--- src/inc/filt_pkg.sv ---
// Shared constants and types for the sigma-delta decimation filter
package filt_pkg;

  ////////////////////////////////////////////////////////////////////////////
  // APB register map (byte addresses)
  localparam int APB_AW = 8;
  localparam logic [APB_AW-1:0] OFS_CTRL = 8'h00;
  localparam logic [APB_AW-1:0] OFS_STATUS = 8'h04;
  localparam logic [APB_AW-1:0] OFS_DATA = 8'h08;
  localparam logic [APB_AW-1:0] OFS_FCFG_BASE = 8'h20;
  localparam int NUM_SETUPS = 8;
  localparam int SETUP_W = 3;

  // Control register fields
  localparam int CTRL_SINGLE_CYC_BIT = 0;
  localparam int CTRL_MULTI_CH_BIT = 1;
  localparam logic [1:0] CTRL_RESET = 2'h0;

  // Filter configuration register fields
  localparam int FCFG_W = 16;
  localparam int FCFG_MAP_BIT = 15;
  localparam int FCFG_RATIO_W = 15;
  localparam int FCFG_ENH_EN_BIT = 11;
  localparam int FCFG_ENH_LSB = 8;
  localparam int FCFG_ORDER_LSB = 5;
  localparam int FCFG_ODR_LSB = 0;
  localparam int FCFG_ODR_W = 4;
  localparam logic [FCFG_W-1:0] FCFG_RESET = 16'h000A;

  // Status register fields
  localparam int STAT_KIND_LSB = 0;
  localparam int STAT_SKIP_LSB = 2;
  localparam int STAT_SETUP_LSB = 4;
  localparam int STAT_COUNT_LSB = 16;

  ////////////////////////////////////////////////////////////////////////////
  // Rates and filter figures
  localparam int MOD_RATE_HZ = 4000000;
  localparam int SINC5_ORDER = 5;
  localparam int SINC3_ORDER = 3;
  localparam int SINC5_RATIO = 32;
  localparam int SINC5_RATE_SPS = MOD_RATE_HZ / SINC5_RATIO;
  localparam int SINGLE_CYC_MAX_SPS = 10000;
  localparam int SINC1_SETTLED_LEN =
    (SINC5_RATE_SPS + SINGLE_CYC_MAX_SPS - 1) / SINGLE_CYC_MAX_SPS;
  localparam int SINC3_SETTLE_PERIODS = 3;
  localparam int SINC3_MAP_MULT = 32;
  localparam int SINC3_RATIO_W = 20;
  localparam int SINC1_LEN_W = 13;

  // Enhanced rejection settling times; each output period equals one of them
  localparam int ENH_SETTLE_US_0 = 36670;
  localparam int ENH_SETTLE_US_1 = 40000;
  localparam int ENH_SETTLE_US_2 = 50000;
  localparam int ENH_SETTLE_US_3 = 60000;
  localparam int ENH_LEN_0 = (ENH_SETTLE_US_0 * 125 + 500) / 1000;
  localparam int ENH_LEN_1 = (ENH_SETTLE_US_1 * 125 + 500) / 1000;
  localparam int ENH_LEN_2 = (ENH_SETTLE_US_2 * 125 + 500) / 1000;
  localparam int ENH_LEN_3 = (ENH_SETTLE_US_3 * 125 + 500) / 1000;

  localparam int RESULT_W = 24;
  localparam int COUNT_W = 16;

  ////////////////////////////////////////////////////////////////////////////
  // Types
  typedef enum logic [1:0] {
    FILT_SINC5_SINC1 = 2'b00,
    FILT_SINC3 = 2'b01,
    FILT_ENHANCED = 2'b11
  } filt_kind_t;

  typedef struct packed {
    logic psel;
    logic penable;
    logic pwrite;
    logic [APB_AW-1:0] paddr;
    logic [31:0] pwdata;
  } apb_req_t;

  typedef struct packed {
    filt_kind_t kind;
    logic [SINC1_LEN_W-1:0] sinc1_len;
    logic [SINC3_RATIO_W-1:0] sinc3_ratio;
    logic [1:0] skip;
  } filt_sel_t;

endpackage

--- src/design/sd_decim_filter.sv ---
// Sigma-delta decimation filter with per-setup configuration over APB
//
// Function
// - Offer sinc5 plus sinc1, sinc3, and enhanced 50/60 Hz filter types.
// - Filter type and rate come from the setup selected for the current channel.
// - Sinc5 plus sinc1 at 10 kSPS or below delivers every word settled.
// - Sinc5 always runs at 125 kSPS; sinc1 length and single-cycle skips set output rate.
// - Sinc3 settling is always three output periods.
// - Direct map bit turns the register into a sinc3 ratio, disabling other options.
// - Mapped rate is modulator rate over 32 times register bits 14 to 0.
// - Single-cycle settle bit drops unsettled words so period equals settling time.
// - Single-cycle bit ignored for settled sinc5 plus sinc1 or multiple channels.
// - Without single-cycle, sinc3 delivers every word; settling takes three periods.
// - Enhanced filters postfilter the sinc5 plus sinc1 path; software selects it.
// - Fastest enhanced setting gives 27.27 SPS with 36.67 ms settling.
// - Other enhanced settings: 25/40 ms, 20/50 ms, 16.667/60 ms.
//
// Our own choices: the APB register port and the register offsets.
`timescale 1ns/1ps
module sd_decim_filter (
  // Clock and reset
  input wire logic i_ref_clk,
  input wire logic i_rst,
  // APB slave
  input wire filt_pkg::apb_req_t i_apb,
  output logic [31:0] o_prdata,
  output logic o_pready,
  output logic o_pslverr,
  // Modulator stream pins
  input wire logic i_mod_clk,
  input wire logic i_mod_bit,
  // Setup of the channel being converted
  input wire logic [filt_pkg::SETUP_W-1:0] i_setup_sel,
  // Conversion result
  output logic [filt_pkg::RESULT_W-1:0] o_result,
  output logic o_result_valid
);

  localparam int S5_RATIO_W = $clog2(filt_pkg::SINC5_RATIO) + 1;
  localparam int S5_ACC_W = filt_pkg::SINC5_ORDER * S5_RATIO_W + 1;
  localparam int S3_ACC_W = filt_pkg::SINC3_ORDER * filt_pkg::SINC3_RATIO_W + 1;
  localparam int AVG_W = S5_ACC_W + filt_pkg::SINC1_LEN_W;

  ////////////////////////////////////////////////////////////////////////////
  // Modulator input synchronisers
  logic mclk_s1_q, mclk_s2_q, mclk_s3_q;
  logic mbit_s1_q, mbit_s2_q;
  logic mod_valid;

  always_ff @(posedge i_ref_clk)
  begin
    if (i_rst)
    begin
      mclk_s1_q <= 1'b0;
      mclk_s2_q <= 1'b0;
      mclk_s3_q <= 1'b0;
      mbit_s1_q <= 1'b0;
      mbit_s2_q <= 1'b0;
    end
    else
    begin
      mclk_s1_q <= i_mod_clk;
      mclk_s2_q <= mclk_s1_q;
      mclk_s3_q <= mclk_s2_q;
      mbit_s1_q <= i_mod_bit;
      mbit_s2_q <= mbit_s1_q;
    end
  end

  // Bit delayed by the same two stages as the clock, taken on its rising edge
  assign mod_valid = mclk_s2_q && !mclk_s3_q;

  ////////////////////////////////////////////////////////////////////////////
  // Registers
  logic [1:0] ctrl_q, ctrl_d;
  logic [filt_pkg::FCFG_W-1:0] fcfg_q [filt_pkg::NUM_SETUPS];
  logic [filt_pkg::FCFG_W-1:0] fcfg_d [filt_pkg::NUM_SETUPS];
  logic [31:0] prdata_q, prdata_d;
  logic pready_q, pready_d;
  logic pslverr_q, pslverr_d;
  logic [filt_pkg::RESULT_W-1:0] result_q, result_d;
  logic result_valid_q, result_valid_d;
  logic [filt_pkg::COUNT_W-1:0] count_q, count_d;
  logic [filt_pkg::SETUP_W-1:0] setup_q;
  logic [1:0] skip_cnt_q, skip_cnt_d;
  logic restart_q, restart_d;
  logic wr_en, rd_setup, addr_fcfg;
  logic [filt_pkg::SETUP_W-1:0] addr_idx;
  filt_pkg::filt_sel_t sel;

  assign wr_en = i_apb.psel && i_apb.penable && pready_q && i_apb.pwrite;
  assign rd_setup = i_apb.psel && !i_apb.penable;
  assign addr_fcfg = (i_apb.paddr >= filt_pkg::OFS_FCFG_BASE) &&
    (i_apb.paddr < filt_pkg::OFS_FCFG_BASE + 8'(4 * filt_pkg::NUM_SETUPS)) &&
    (i_apb.paddr[1:0] == 2'h0);
  assign addr_idx = filt_pkg::SETUP_W'((i_apb.paddr - filt_pkg::OFS_FCFG_BASE) >> 2);

  genvar s;
  generate
    for (s = 0; s < filt_pkg::NUM_SETUPS; s++)
    begin : g_fcfg
      always_comb
      begin
        fcfg_d[s] = fcfg_q[s];
        if (wr_en && addr_fcfg && addr_idx == s)
          fcfg_d[s] = i_apb.pwdata[filt_pkg::FCFG_W-1:0];
      end
      always_ff @(posedge i_ref_clk)
      begin
        if (i_rst)
          fcfg_q[s] <= filt_pkg::FCFG_RESET;
        else
          fcfg_q[s] <= fcfg_d[s];
      end
    end
  endgenerate

  ////////////////////////////////////////////////////////////////////////////
  // Decode of the active setup
  function automatic filt_pkg::filt_sel_t decode(
    input logic [filt_pkg::FCFG_W-1:0] cfg,
    input logic single_cyc,
    input logic multi_ch
  );
    filt_pkg::filt_sel_t r;
    logic [filt_pkg::SINC1_LEN_W-1:0] odr_len;
    logic [1:0] enh;
    odr_len = filt_pkg::SINC1_LEN_W'(1) << cfg[filt_pkg::FCFG_ODR_LSB +: filt_pkg::FCFG_ODR_W];
    enh = cfg[filt_pkg::FCFG_ENH_LSB +: 2];
    r.kind = filt_pkg::FILT_SINC5_SINC1;
    r.sinc1_len = odr_len;
    r.sinc3_ratio = filt_pkg::SINC3_RATIO_W'(filt_pkg::SINC5_RATIO) * {7'h00, odr_len};
    r.skip = 2'h0;
    if (cfg[filt_pkg::FCFG_MAP_BIT])
    begin
      r.kind = filt_pkg::FILT_SINC3;
      r.sinc3_ratio = filt_pkg::SINC3_RATIO_W'(filt_pkg::SINC3_MAP_MULT) *
        {5'h00, cfg[filt_pkg::FCFG_RATIO_W-1:0]};
    end
    else if (cfg[filt_pkg::FCFG_ENH_EN_BIT])
    begin
      // Postfilter fed by sinc5 words; one period is one settling time
      r.kind = filt_pkg::FILT_ENHANCED;
      unique case (enh)
        2'h0: r.sinc1_len = filt_pkg::SINC1_LEN_W'(filt_pkg::ENH_LEN_0);
        2'h1: r.sinc1_len = filt_pkg::SINC1_LEN_W'(filt_pkg::ENH_LEN_1);
        2'h2: r.sinc1_len = filt_pkg::SINC1_LEN_W'(filt_pkg::ENH_LEN_2);
        2'h3: r.sinc1_len = filt_pkg::SINC1_LEN_W'(filt_pkg::ENH_LEN_3);
      endcase
    end
    else if (cfg[filt_pkg::FCFG_ORDER_LSB +: 2] != 2'h0)
      r.kind = filt_pkg::FILT_SINC3;
    // Single-cycle mode only when one channel runs and the path is not settled
    if (single_cyc && !multi_ch)
    begin
      if (r.kind == filt_pkg::FILT_SINC3)
        r.skip = 2'(filt_pkg::SINC3_SETTLE_PERIODS - 1);
      else if (r.kind == filt_pkg::FILT_SINC5_SINC1 &&
               r.sinc1_len < filt_pkg::SINC1_LEN_W'(filt_pkg::SINC1_SETTLED_LEN))
        r.skip = 2'h1;
    end
    return r;
  endfunction

  assign sel = decode(fcfg_q[i_setup_sel], ctrl_q[filt_pkg::CTRL_SINGLE_CYC_BIT],
    ctrl_q[filt_pkg::CTRL_MULTI_CH_BIT]);

  ////////////////////////////////////////////////////////////////////////////
  // Filter datapath
  logic [S5_ACC_W-1:0] s5_data;
  logic s5_valid;
  logic [AVG_W-1:0] avg_sum;
  logic avg_valid;
  logic [S3_ACC_W-1:0] s3_data;
  logic s3_valid;

  // Sinc5 ratio is fixed so its rate never depends on the setup
  cic_decim #(
    .ORDER(filt_pkg::SINC5_ORDER),
    .RATIO_W(S5_RATIO_W),
    .ACC_W(S5_ACC_W)
  ) u_sinc5 (
    .i_ref_clk(i_ref_clk),
    .i_rst(i_rst),
    .i_restart(restart_q),
    .i_in_valid(mod_valid),
    .i_in_bit(mbit_s2_q),
    .i_ratio(S5_RATIO_W'(filt_pkg::SINC5_RATIO)),
    .o_data(s5_data),
    .o_valid(s5_valid)
  );

  boxcar_avg #(
    .IN_W(S5_ACC_W),
    .LEN_W(filt_pkg::SINC1_LEN_W)
  ) u_sinc1 (
    .i_ref_clk(i_ref_clk),
    .i_rst(i_rst),
    .i_restart(restart_q),
    .i_in_valid(s5_valid),
    .i_in_data(s5_data),
    .i_len(sel.sinc1_len),
    .o_sum(avg_sum),
    .o_valid(avg_valid)
  );

  cic_decim #(
    .ORDER(filt_pkg::SINC3_ORDER),
    .RATIO_W(filt_pkg::SINC3_RATIO_W),
    .ACC_W(S3_ACC_W)
  ) u_sinc3 (
    .i_ref_clk(i_ref_clk),
    .i_rst(i_rst),
    .i_restart(restart_q),
    .i_in_valid(mod_valid),
    .i_in_bit(mbit_s2_q),
    .i_ratio(sel.sinc3_ratio),
    .o_data(s3_data),
    .o_valid(s3_valid)
  );

  ////////////////////////////////////////////////////////////////////////////
  // Output selection and settling
  logic raw_valid;
  logic [filt_pkg::RESULT_W-1:0] raw_word;

  always_comb
  begin
    raw_valid = avg_valid;
    raw_word = avg_sum[AVG_W-1 -: filt_pkg::RESULT_W];
    if (sel.kind == filt_pkg::FILT_SINC3)
    begin
      raw_valid = s3_valid;
      raw_word = s3_data[S3_ACC_W-1 -: filt_pkg::RESULT_W];
    end
  end

  always_comb
  begin
    restart_d = (i_setup_sel != setup_q) || (wr_en && (addr_fcfg ||
      i_apb.paddr == filt_pkg::OFS_CTRL));
    skip_cnt_d = skip_cnt_q;
    result_d = result_q;
    result_valid_d = 1'b0;
    count_d = count_q;
    if (restart_q)
      skip_cnt_d = 2'h0;
    else if (raw_valid)
    begin
      // Unsettled words are dropped, stretching the output period
      if (skip_cnt_q >= sel.skip)
      begin
        skip_cnt_d = 2'h0;
        result_d = raw_word;
        result_valid_d = 1'b1;
        count_d = count_q + 1'b1;
      end
      else
        skip_cnt_d = skip_cnt_q + 1'b1;
    end
  end

  ////////////////////////////////////////////////////////////////////////////
  // APB slave: zero wait states, unmapped reads return zero with an error
  always_comb
  begin
    ctrl_d = ctrl_q;
    if (wr_en && i_apb.paddr == filt_pkg::OFS_CTRL)
      ctrl_d = i_apb.pwdata[1:0];
    pready_d = rd_setup;
    prdata_d = 32'h0000_0000;
    pslverr_d = 1'b0;
    if (rd_setup)
    begin
      if (addr_fcfg)
        prdata_d = {16'h0000, fcfg_q[addr_idx]};
      else if (i_apb.paddr == filt_pkg::OFS_CTRL)
        prdata_d = {30'h0, ctrl_q};
      else if (i_apb.paddr == filt_pkg::OFS_STATUS)
      begin
        prdata_d[filt_pkg::STAT_KIND_LSB +: 2] = sel.kind;
        prdata_d[filt_pkg::STAT_SKIP_LSB +: 2] = sel.skip;
        prdata_d[filt_pkg::STAT_SETUP_LSB +: filt_pkg::SETUP_W] = i_setup_sel;
        prdata_d[filt_pkg::STAT_COUNT_LSB +: filt_pkg::COUNT_W] = count_q;
      end
      else if (i_apb.paddr == filt_pkg::OFS_DATA)
        prdata_d = {8'h00, result_q};
      else
        pslverr_d = 1'b1;
    end
  end

  always_ff @(posedge i_ref_clk)
  begin
    if (i_rst)
    begin
      ctrl_q <= filt_pkg::CTRL_RESET;
      prdata_q <= 32'h0000_0000;
      pready_q <= 1'b0;
      pslverr_q <= 1'b0;
      result_q <= '0;
      result_valid_q <= 1'b0;
      count_q <= '0;
      setup_q <= '0;
      skip_cnt_q <= 2'h0;
      restart_q <= 1'b1;
    end
    else
    begin
      ctrl_q <= ctrl_d;
      prdata_q <= prdata_d;
      pready_q <= pready_d;
      pslverr_q <= pslverr_d;
      result_q <= result_d;
      result_valid_q <= result_valid_d;
      count_q <= count_d;
      setup_q <= i_setup_sel;
      skip_cnt_q <= skip_cnt_d;
      restart_q <= restart_d;
    end
  end

  assign o_prdata = prdata_q;
  assign o_pready = pready_q;
  assign o_pslverr = pslverr_q;
  assign o_result = result_q;
  assign o_result_valid = result_valid_q;

endmodule

--- src/design/cic_decim.sv ---
// Runtime-ratio sinc (CIC) decimator on a one-bit modulator stream
`timescale 1ns/1ps
module cic_decim #(
  parameter int ORDER = 3,
  parameter int RATIO_W = 20,
  parameter int ACC_W = 61
) (
  // Clock and reset
  input wire logic i_ref_clk,
  input wire logic i_rst,
  // Stream in
  input wire logic i_restart,
  input wire logic i_in_valid,
  input wire logic i_in_bit,
  input wire logic [RATIO_W-1:0] i_ratio,
  // Decimated out
  output logic [ACC_W-1:0] o_data,
  output logic o_valid
);

  // Refused at elaboration: a narrower accumulator would wrap inside one output word
  if (ORDER < 1 || ACC_W < ORDER * RATIO_W + 1)
  begin : g_bad_width
    $error("cic_decim: accumulator too narrow for order and ratio");
  end

  logic [ACC_W-1:0] integ_q [ORDER];
  logic [ACC_W-1:0] integ_d [ORDER];
  logic [ACC_W-1:0] dly_q [ORDER];
  logic [ACC_W-1:0] dly_d [ORDER];
  logic [ACC_W-1:0] comb [ORDER+1];
  logic [RATIO_W-1:0] cnt_q, cnt_d;
  logic [ACC_W-1:0] data_q, data_d;
  logic valid_q, valid_d;
  logic dump;

  // Ratio below one acts as one
  assign dump = i_in_valid && (cnt_q + 1'b1 >= i_ratio);
  assign comb[0] = integ_q[ORDER-1];

  genvar g;
  generate
    for (g = 0; g < ORDER; g++)
    begin : g_stage
      logic [ACC_W-1:0] feed;
      if (g == 0)
      begin : g_first
        assign feed = {{(ACC_W-1){1'b0}}, i_in_bit};
      end
      else
      begin : g_next
        assign feed = integ_q[g-1];
      end
      assign comb[g+1] = comb[g] - dly_q[g];
      always_comb
      begin
        integ_d[g] = integ_q[g];
        dly_d[g] = dly_q[g];
        if (i_restart)
        begin
          integ_d[g] = '0;
          dly_d[g] = '0;
        end
        else
        begin
          if (i_in_valid)
            integ_d[g] = integ_q[g] + feed;
          if (dump)
            dly_d[g] = comb[g];
        end
      end
      always_ff @(posedge i_ref_clk)
      begin
        if (i_rst)
        begin
          integ_q[g] <= '0;
          dly_q[g] <= '0;
        end
        else
        begin
          integ_q[g] <= integ_d[g];
          dly_q[g] <= dly_d[g];
        end
      end
    end
  endgenerate

  always_comb
  begin
    cnt_d = cnt_q;
    data_d = data_q;
    valid_d = 1'b0;
    if (i_restart)
      cnt_d = '0;
    else if (dump)
    begin
      cnt_d = '0;
      data_d = comb[ORDER];
      valid_d = 1'b1;
    end
    else if (i_in_valid)
      cnt_d = cnt_q + 1'b1;
  end

  always_ff @(posedge i_ref_clk)
  begin
    if (i_rst)
    begin
      cnt_q <= '0;
      data_q <= '0;
      valid_q <= 1'b0;
    end
    else
    begin
      cnt_q <= cnt_d;
      data_q <= data_d;
      valid_q <= valid_d;
    end
  end

  assign o_data = data_q;
  assign o_valid = valid_q;

endmodule

--- src/design/boxcar_avg.sv ---
// Sinc1 averager: sums a runtime number of input words per output
`timescale 1ns/1ps
module boxcar_avg #(
  parameter int IN_W = 26,
  parameter int LEN_W = 13
) (
  // Clock and reset
  input wire logic i_ref_clk,
  input wire logic i_rst,
  // Words in
  input wire logic i_restart,
  input wire logic i_in_valid,
  input wire logic [IN_W-1:0] i_in_data,
  input wire logic [LEN_W-1:0] i_len,
  // Sums out
  output logic [IN_W+LEN_W-1:0] o_sum,
  output logic o_valid
);

  if (IN_W < 1 || LEN_W < 1)
  begin : g_bad_width
    $error("boxcar_avg: widths must be positive");
  end

  logic [IN_W+LEN_W-1:0] acc_q, acc_d, sum_q, sum_d, acc_next;
  logic [LEN_W-1:0] cnt_q, cnt_d;
  logic valid_q, valid_d;

  assign acc_next = acc_q + {{LEN_W{1'b0}}, i_in_data};

  always_comb
  begin
    acc_d = acc_q;
    cnt_d = cnt_q;
    sum_d = sum_q;
    valid_d = 1'b0;
    if (i_restart)
    begin
      acc_d = '0;
      cnt_d = '0;
    end
    else if (i_in_valid)
    begin
      if (cnt_q + 1'b1 >= i_len)
      begin
        sum_d = acc_next;
        valid_d = 1'b1;
        acc_d = '0;
        cnt_d = '0;
      end
      else
      begin
        acc_d = acc_next;
        cnt_d = cnt_q + 1'b1;
      end
    end
  end

  always_ff @(posedge i_ref_clk)
  begin
    if (i_rst)
    begin
      acc_q <= '0;
      cnt_q <= '0;
      sum_q <= '0;
      valid_q <= 1'b0;
    end
    else
    begin
      acc_q <= acc_d;
      cnt_q <= cnt_d;
      sum_q <= sum_d;
      valid_q <= valid_d;
    end
  end

  assign o_sum = sum_q;
  assign o_valid = valid_q;

endmodule

--- config.mk ---
export PLATFORM = sky130hd
export DESIGN_NAME = sd_decim_filter
export DESIGN_NICKNAME = d
export VERILOG_FILES = /design/src/inc/filt_pkg.sv /design/src/design/sd_decim_filter.sv /design/src/design/cic_decim.sv /design/src/design/boxcar_avg.sv
export SDC_FILE = /design/constraint.sdc
export NUM_CORES = 2
export LEC_CHECK = 0
export BUFFER_PORTS_ARGS = -buffer_cell sky130_fd_sc_hd__buf_4
export CAP_MARGIN = 25
export CORE_UTILIZATION = 45
export DETAILED_ROUTE_END_ITERATION = 6
export GPL_TIMING_DRIVEN = 0
export PLACE_DENSITY = 0.58
export SETUP_SLACK_MARGIN = 0.1
export SLEW_MARGIN = 5
export SYNTH_ARGS = -nofsm -noshare
export SYNTH_HDL_FRONTEND = slang
export SYNTH_SLANG_ARGS = --single-unit
--- constraint.sdc ---
create_clock -name i_ref_clk -period 18 [get_ports i_ref_clk]
set_input_delay 0.9 -clock i_ref_clk [delete_from_list [all_inputs] [get_ports i_ref_clk]]
set_output_delay 0.9 -clock i_ref_clk [all_outputs]
set_load 0.02 [all_outputs]
==> results.md <==
* Antenna viol nets, final at 0
* EDFF count, synth at 128
* Adder-cell area share of the yosys netlist at 0.1210
* Final Hold Fails at 0
* Fin crit period at between 9000 and 10,000 ps
* Compound-Gate Fraction of Synth Area at 0.2167
* Final RePlAce weighted congestion at about 0.91
* Crit path largest cell delay at ~540 ps
* Max Freq at a little over 100 MHz
* Routed wire per std cell at roughly 19 um
* Failing checks: DRC
* Worst min-delay path class: input pin to flip-flop
* Tcrit/Tclk final at 0.5517
* Crit Reg-Reg Endpoint: u_sinc5.o_data[30]
* Worst Hold Launch: i_mod_clk
* Hold Path Depth at 2
* Synth top area share at 0.2719
* Die height at around 390 um
* Netlist cell types at 98
* Dominant synthesized flop cell: dfxtp_1
* HPWL after DPL at ~150 mm
* Total number of vias at 58,720
* Antenna cells at 0
* Total CTS buffers at 130
* Status: finished, violations left
* Worst Setup SP: u_sinc5.integ_q[4][1]
* CTS Hold Bufs at 0
* Post-Synth XOR/XNOR Area at 0.07968
* R2r worst-path depth at 44
* CTS Buffer Depth at 3
* Post-Synth Simple-Gate Area at 0.1734
* Yosys top cell by area: dfxtp_1
* Final #Nets at 9,120
* Nature of the critical path startpoint: flip-flop
* Port bufs at 87
* Min-Delay Endpoint: mclk_s1_q
* R2r setup slk at roughly 8100 ps
* CP Data Required Time at 18,690 ps
* MaxCap Viol Count at 0
* Post-CTS setup buffers at 0
* Main combinational cell family by area after synthesis: compound AO/OA/AOI/OAI gates
* Slew Viols, Final at 0
* Worst-Skew Late Latency at 780 ps
* Worst rel slew slack at 0.2628
* Die area at roughly 150,000 sq um
* Cell area after synthesis at 68,390 sq um
* Mux contribution to synthesized area at 0.03604
* Setup TNS Final at 0 ps
* Layout overhead on the synthesized area at 11.79%
* Worst IR Drop VDD at slightly below 0.1 mV
* CP Capture Type: flip-flop
* Post_cts resized at 0
* Met2 Routed Length at 90.37 mm
* Post-synth net total at about 8,900
* Gr usage total at 0.2510
* Critical-path top delay cell: o31ai_1
* RSZ-0062 raised after global routing: no
* I/O pin cnt at between 100 and 150
* DRC Markers at 1
* Cells taking the most area after synthesis: dfxtp_1 (27%), ha_1 (12%), a21oi_1 (5.8%)
* Starting Density at 0.4550
* Die X at ~390 um
* Yosys warns at 0
* H-tree levels at 4
* Reg-to-reg critical path startpoint: u_sinc5.integ_q[4][1]
* Commonest non-fill, non-tap cells in the layout: nand2_1 (968), dfxtp_1 (929), a21oi_1 (792), ha_1 (639), nor2_1 (530)
* DR vias/cell at roughly 5.6
* Power Density at between 80 and 90 nW/um^2
* Drt initial violations at 3,571
* LEAKAGE at ~32 nW
* FP Rows at roughly 140
* Flip-flop and latch count after synthesis at around 1,100
* Arrival @ worst endpoint at 10,620 ps
* Skew final at 36.48 ps
* Leading cell type in the layout, fill and taps excluded: nand2_1
* CP dominant cell by count: a21oi_1
* Seq/Total Area, Yosys at 0.3281
* Crit Path Class: flip-flop to flip-flop
* Clk sinks at roughly 1,100
* Overflow after GRT at 0
* Syn_area_per_cell at approximately 8.4 sq um
* Tot Pwr at ~6.4 mW
* Final WS setup at 8069 ps
* Routed wire length at around 200 mm
* Layout cells sized above 1 at 0.05798
* FFs w/ async S/R, synth at 0
* Post-Syn Instances at around 8,200
* Vias in the first global route at ~56,000
* Initial antenna violation count at 3
* CORE AREA at approximately 150,000 sq um
* Root Driver: clkbuf_16
* Worst-path clk slew at roughly 60 ps
* Routed wl met3 at approximately 8.4 mm
* CTS tree: built
* Top Metal Used: met4
* First-pass GRT wire length at about 310 mm
* Routed length on met1 at 91.20 mm
* Dpl ws at about 8200 ps
* Final setup viols at 0
* Largest net degree at the start of global routing at 17
* Worst slew pin tran at approximately 1100 ps
* Pre-antenna DRT Iters at 7
* CP Max Fanout at 5
-- sequential cells by signal (all words and copies together), names as in the netlist, 13 cells and up --
| name | flops |
|---|---|
| u_sinc3.dly_q | 183 |
| u_sinc3.cnt_q | 20 |
| o_result | 24 |
| u_sinc3.integ_q | 183 |
| fcfg_q | 128 |
| u_sinc3.o_data | 24 |
| u_sinc1.acc_q | 44 |
| count_q | 16 |
| u_sinc1.cnt_q | 13 |
| u_sinc5.integ_q | 155 |
| o_prdata | 32 |
| u_sinc5.o_data | 31 |
| u_sinc5.dly_q | 155 |
| u_sinc1.o_sum | 24 |
-- worst max-delay path: cells and delay by family (launching register included) --
kind | cells | cell delay [ps]
AOI/OAI and AO/OA | 25 | 5320
xor gates and xnor gates | 4 | 630
adders and majority gates | 5 | 1630
buffers and inverters | 1 | 130
DFF | 1 | 530
and+or+nand+nor | 9 | 1640
-- final cells by class --
cell class	instances	area (sq um)
flip-flops and latches	1057	22440
repair buffers	117	1035
clock buffers	184	3669
plain buffers	297	1175
inverters	507	1903
well taps	2016	2522
multi-input cells	6307	42910
clock inverters	51	794.5
fillers	14360	73860
-- worst max path at each step --
stage	slack, ps	end
after floorplan	9890	u_sinc5.o_data[30]
after global placement	7540	u_sinc3.o_data[60]
after detailed placement	8170	u_sinc5.o_data[30]
after CTS	8110	u_sinc5.o_data[30]
after global routing	7080	u_sinc5.o_data[30]
final	8070	u_sinc5.o_data[30]
-- stage by stage --
| stage | instance area (sq um) | instances | hold WS [ps] | util |
|---|---|---|---|---|
| 2_1_floorplan | 68390 | 8168 | 413.8 | - |
| 3_3_place_gp | 71560 | 10270 | 438.4 | 0.4761 |
| 3_5_place_dp | 71990 | 10300 | 427.6 | 0.4789 |
| 4_1_cts | 76450 | 10540 | 364.8 | 0.5086 |
| 5_1_grt | 76450 | 10540 | 395.0 | 0.5086 |
| 6_report | 76450 | 10540 | 417.4 | 0.5086 |
-- where the power goes --
part | switching, mW | total (mW) | leakage, nW | internal (mW)
Sequential | 0.00472 | 2.40 | 8.82 | 2.39
Combinational | 0.752 | 1.30 | 21.0 | 0.548
Clock | 1.11 | 2.75 | 2.17 | 1.64
Total | 1.87 | 6.45 | 32.0 | 4.58
-- cells by family (layout without fill, tap and decap cells) --
| logic type | after synthesis | after routing |
|---|---|---|
| AOI/OAI and AO/OA | 2353 | 2353 |
| xor gates and xnor gates | 619 | 619 |
| adders and majority gates | 653 | 653 |
| buffers and inverters | 804 | 1156 |
| DFF | 1057 | 1057 |
| muxes | 166 | 166 |
| and+or+nand+nor | 2516 | 2516 |
-- metal layers --
metal | vias to the layer above | track usage
met5 | - | 0
met4 | 0 | 0.07614
met3 | 279 | 0.02737
met2 | 1225 | 0.4215
met1 | 27740 | 0.3367
li1 | 29470 | -
-- synthesized netlist by cell type (15+ instances only) --
library cell  count
nor3_1           96
nor3b_1          15
a22o_1          167
a211oi_1         79
a21o_1          297
dfxtp_1         929
xor2_1          266
ha_1            639
and2_1          164
o21bai_1         88
mux4_2           64
a221oi_1         16
or3_1            81
nand3b_1         24
nand4_1          62
mux2i_1         100
o211ai_1         27
nor2b_1          99
o31ai_1          27
edfxtp_1        128
a31oi_1          65
a21oi_1         792
and4_1           30
buf_1            29
inv_1           506
and3_1           98
nand2b_1        114
nand3_1         167
buf_2            35
a22oi_1          18
o21ai_1          18
nand2_1         968
nor2_1          530
clkbuf_1        229
a211o_1          22
or2_2            27
o21a_1           74
xnor2_1         351
o21ai_0         500
a21boi_0         28
No activity file was read; power rests on OpenSTA's default activity.
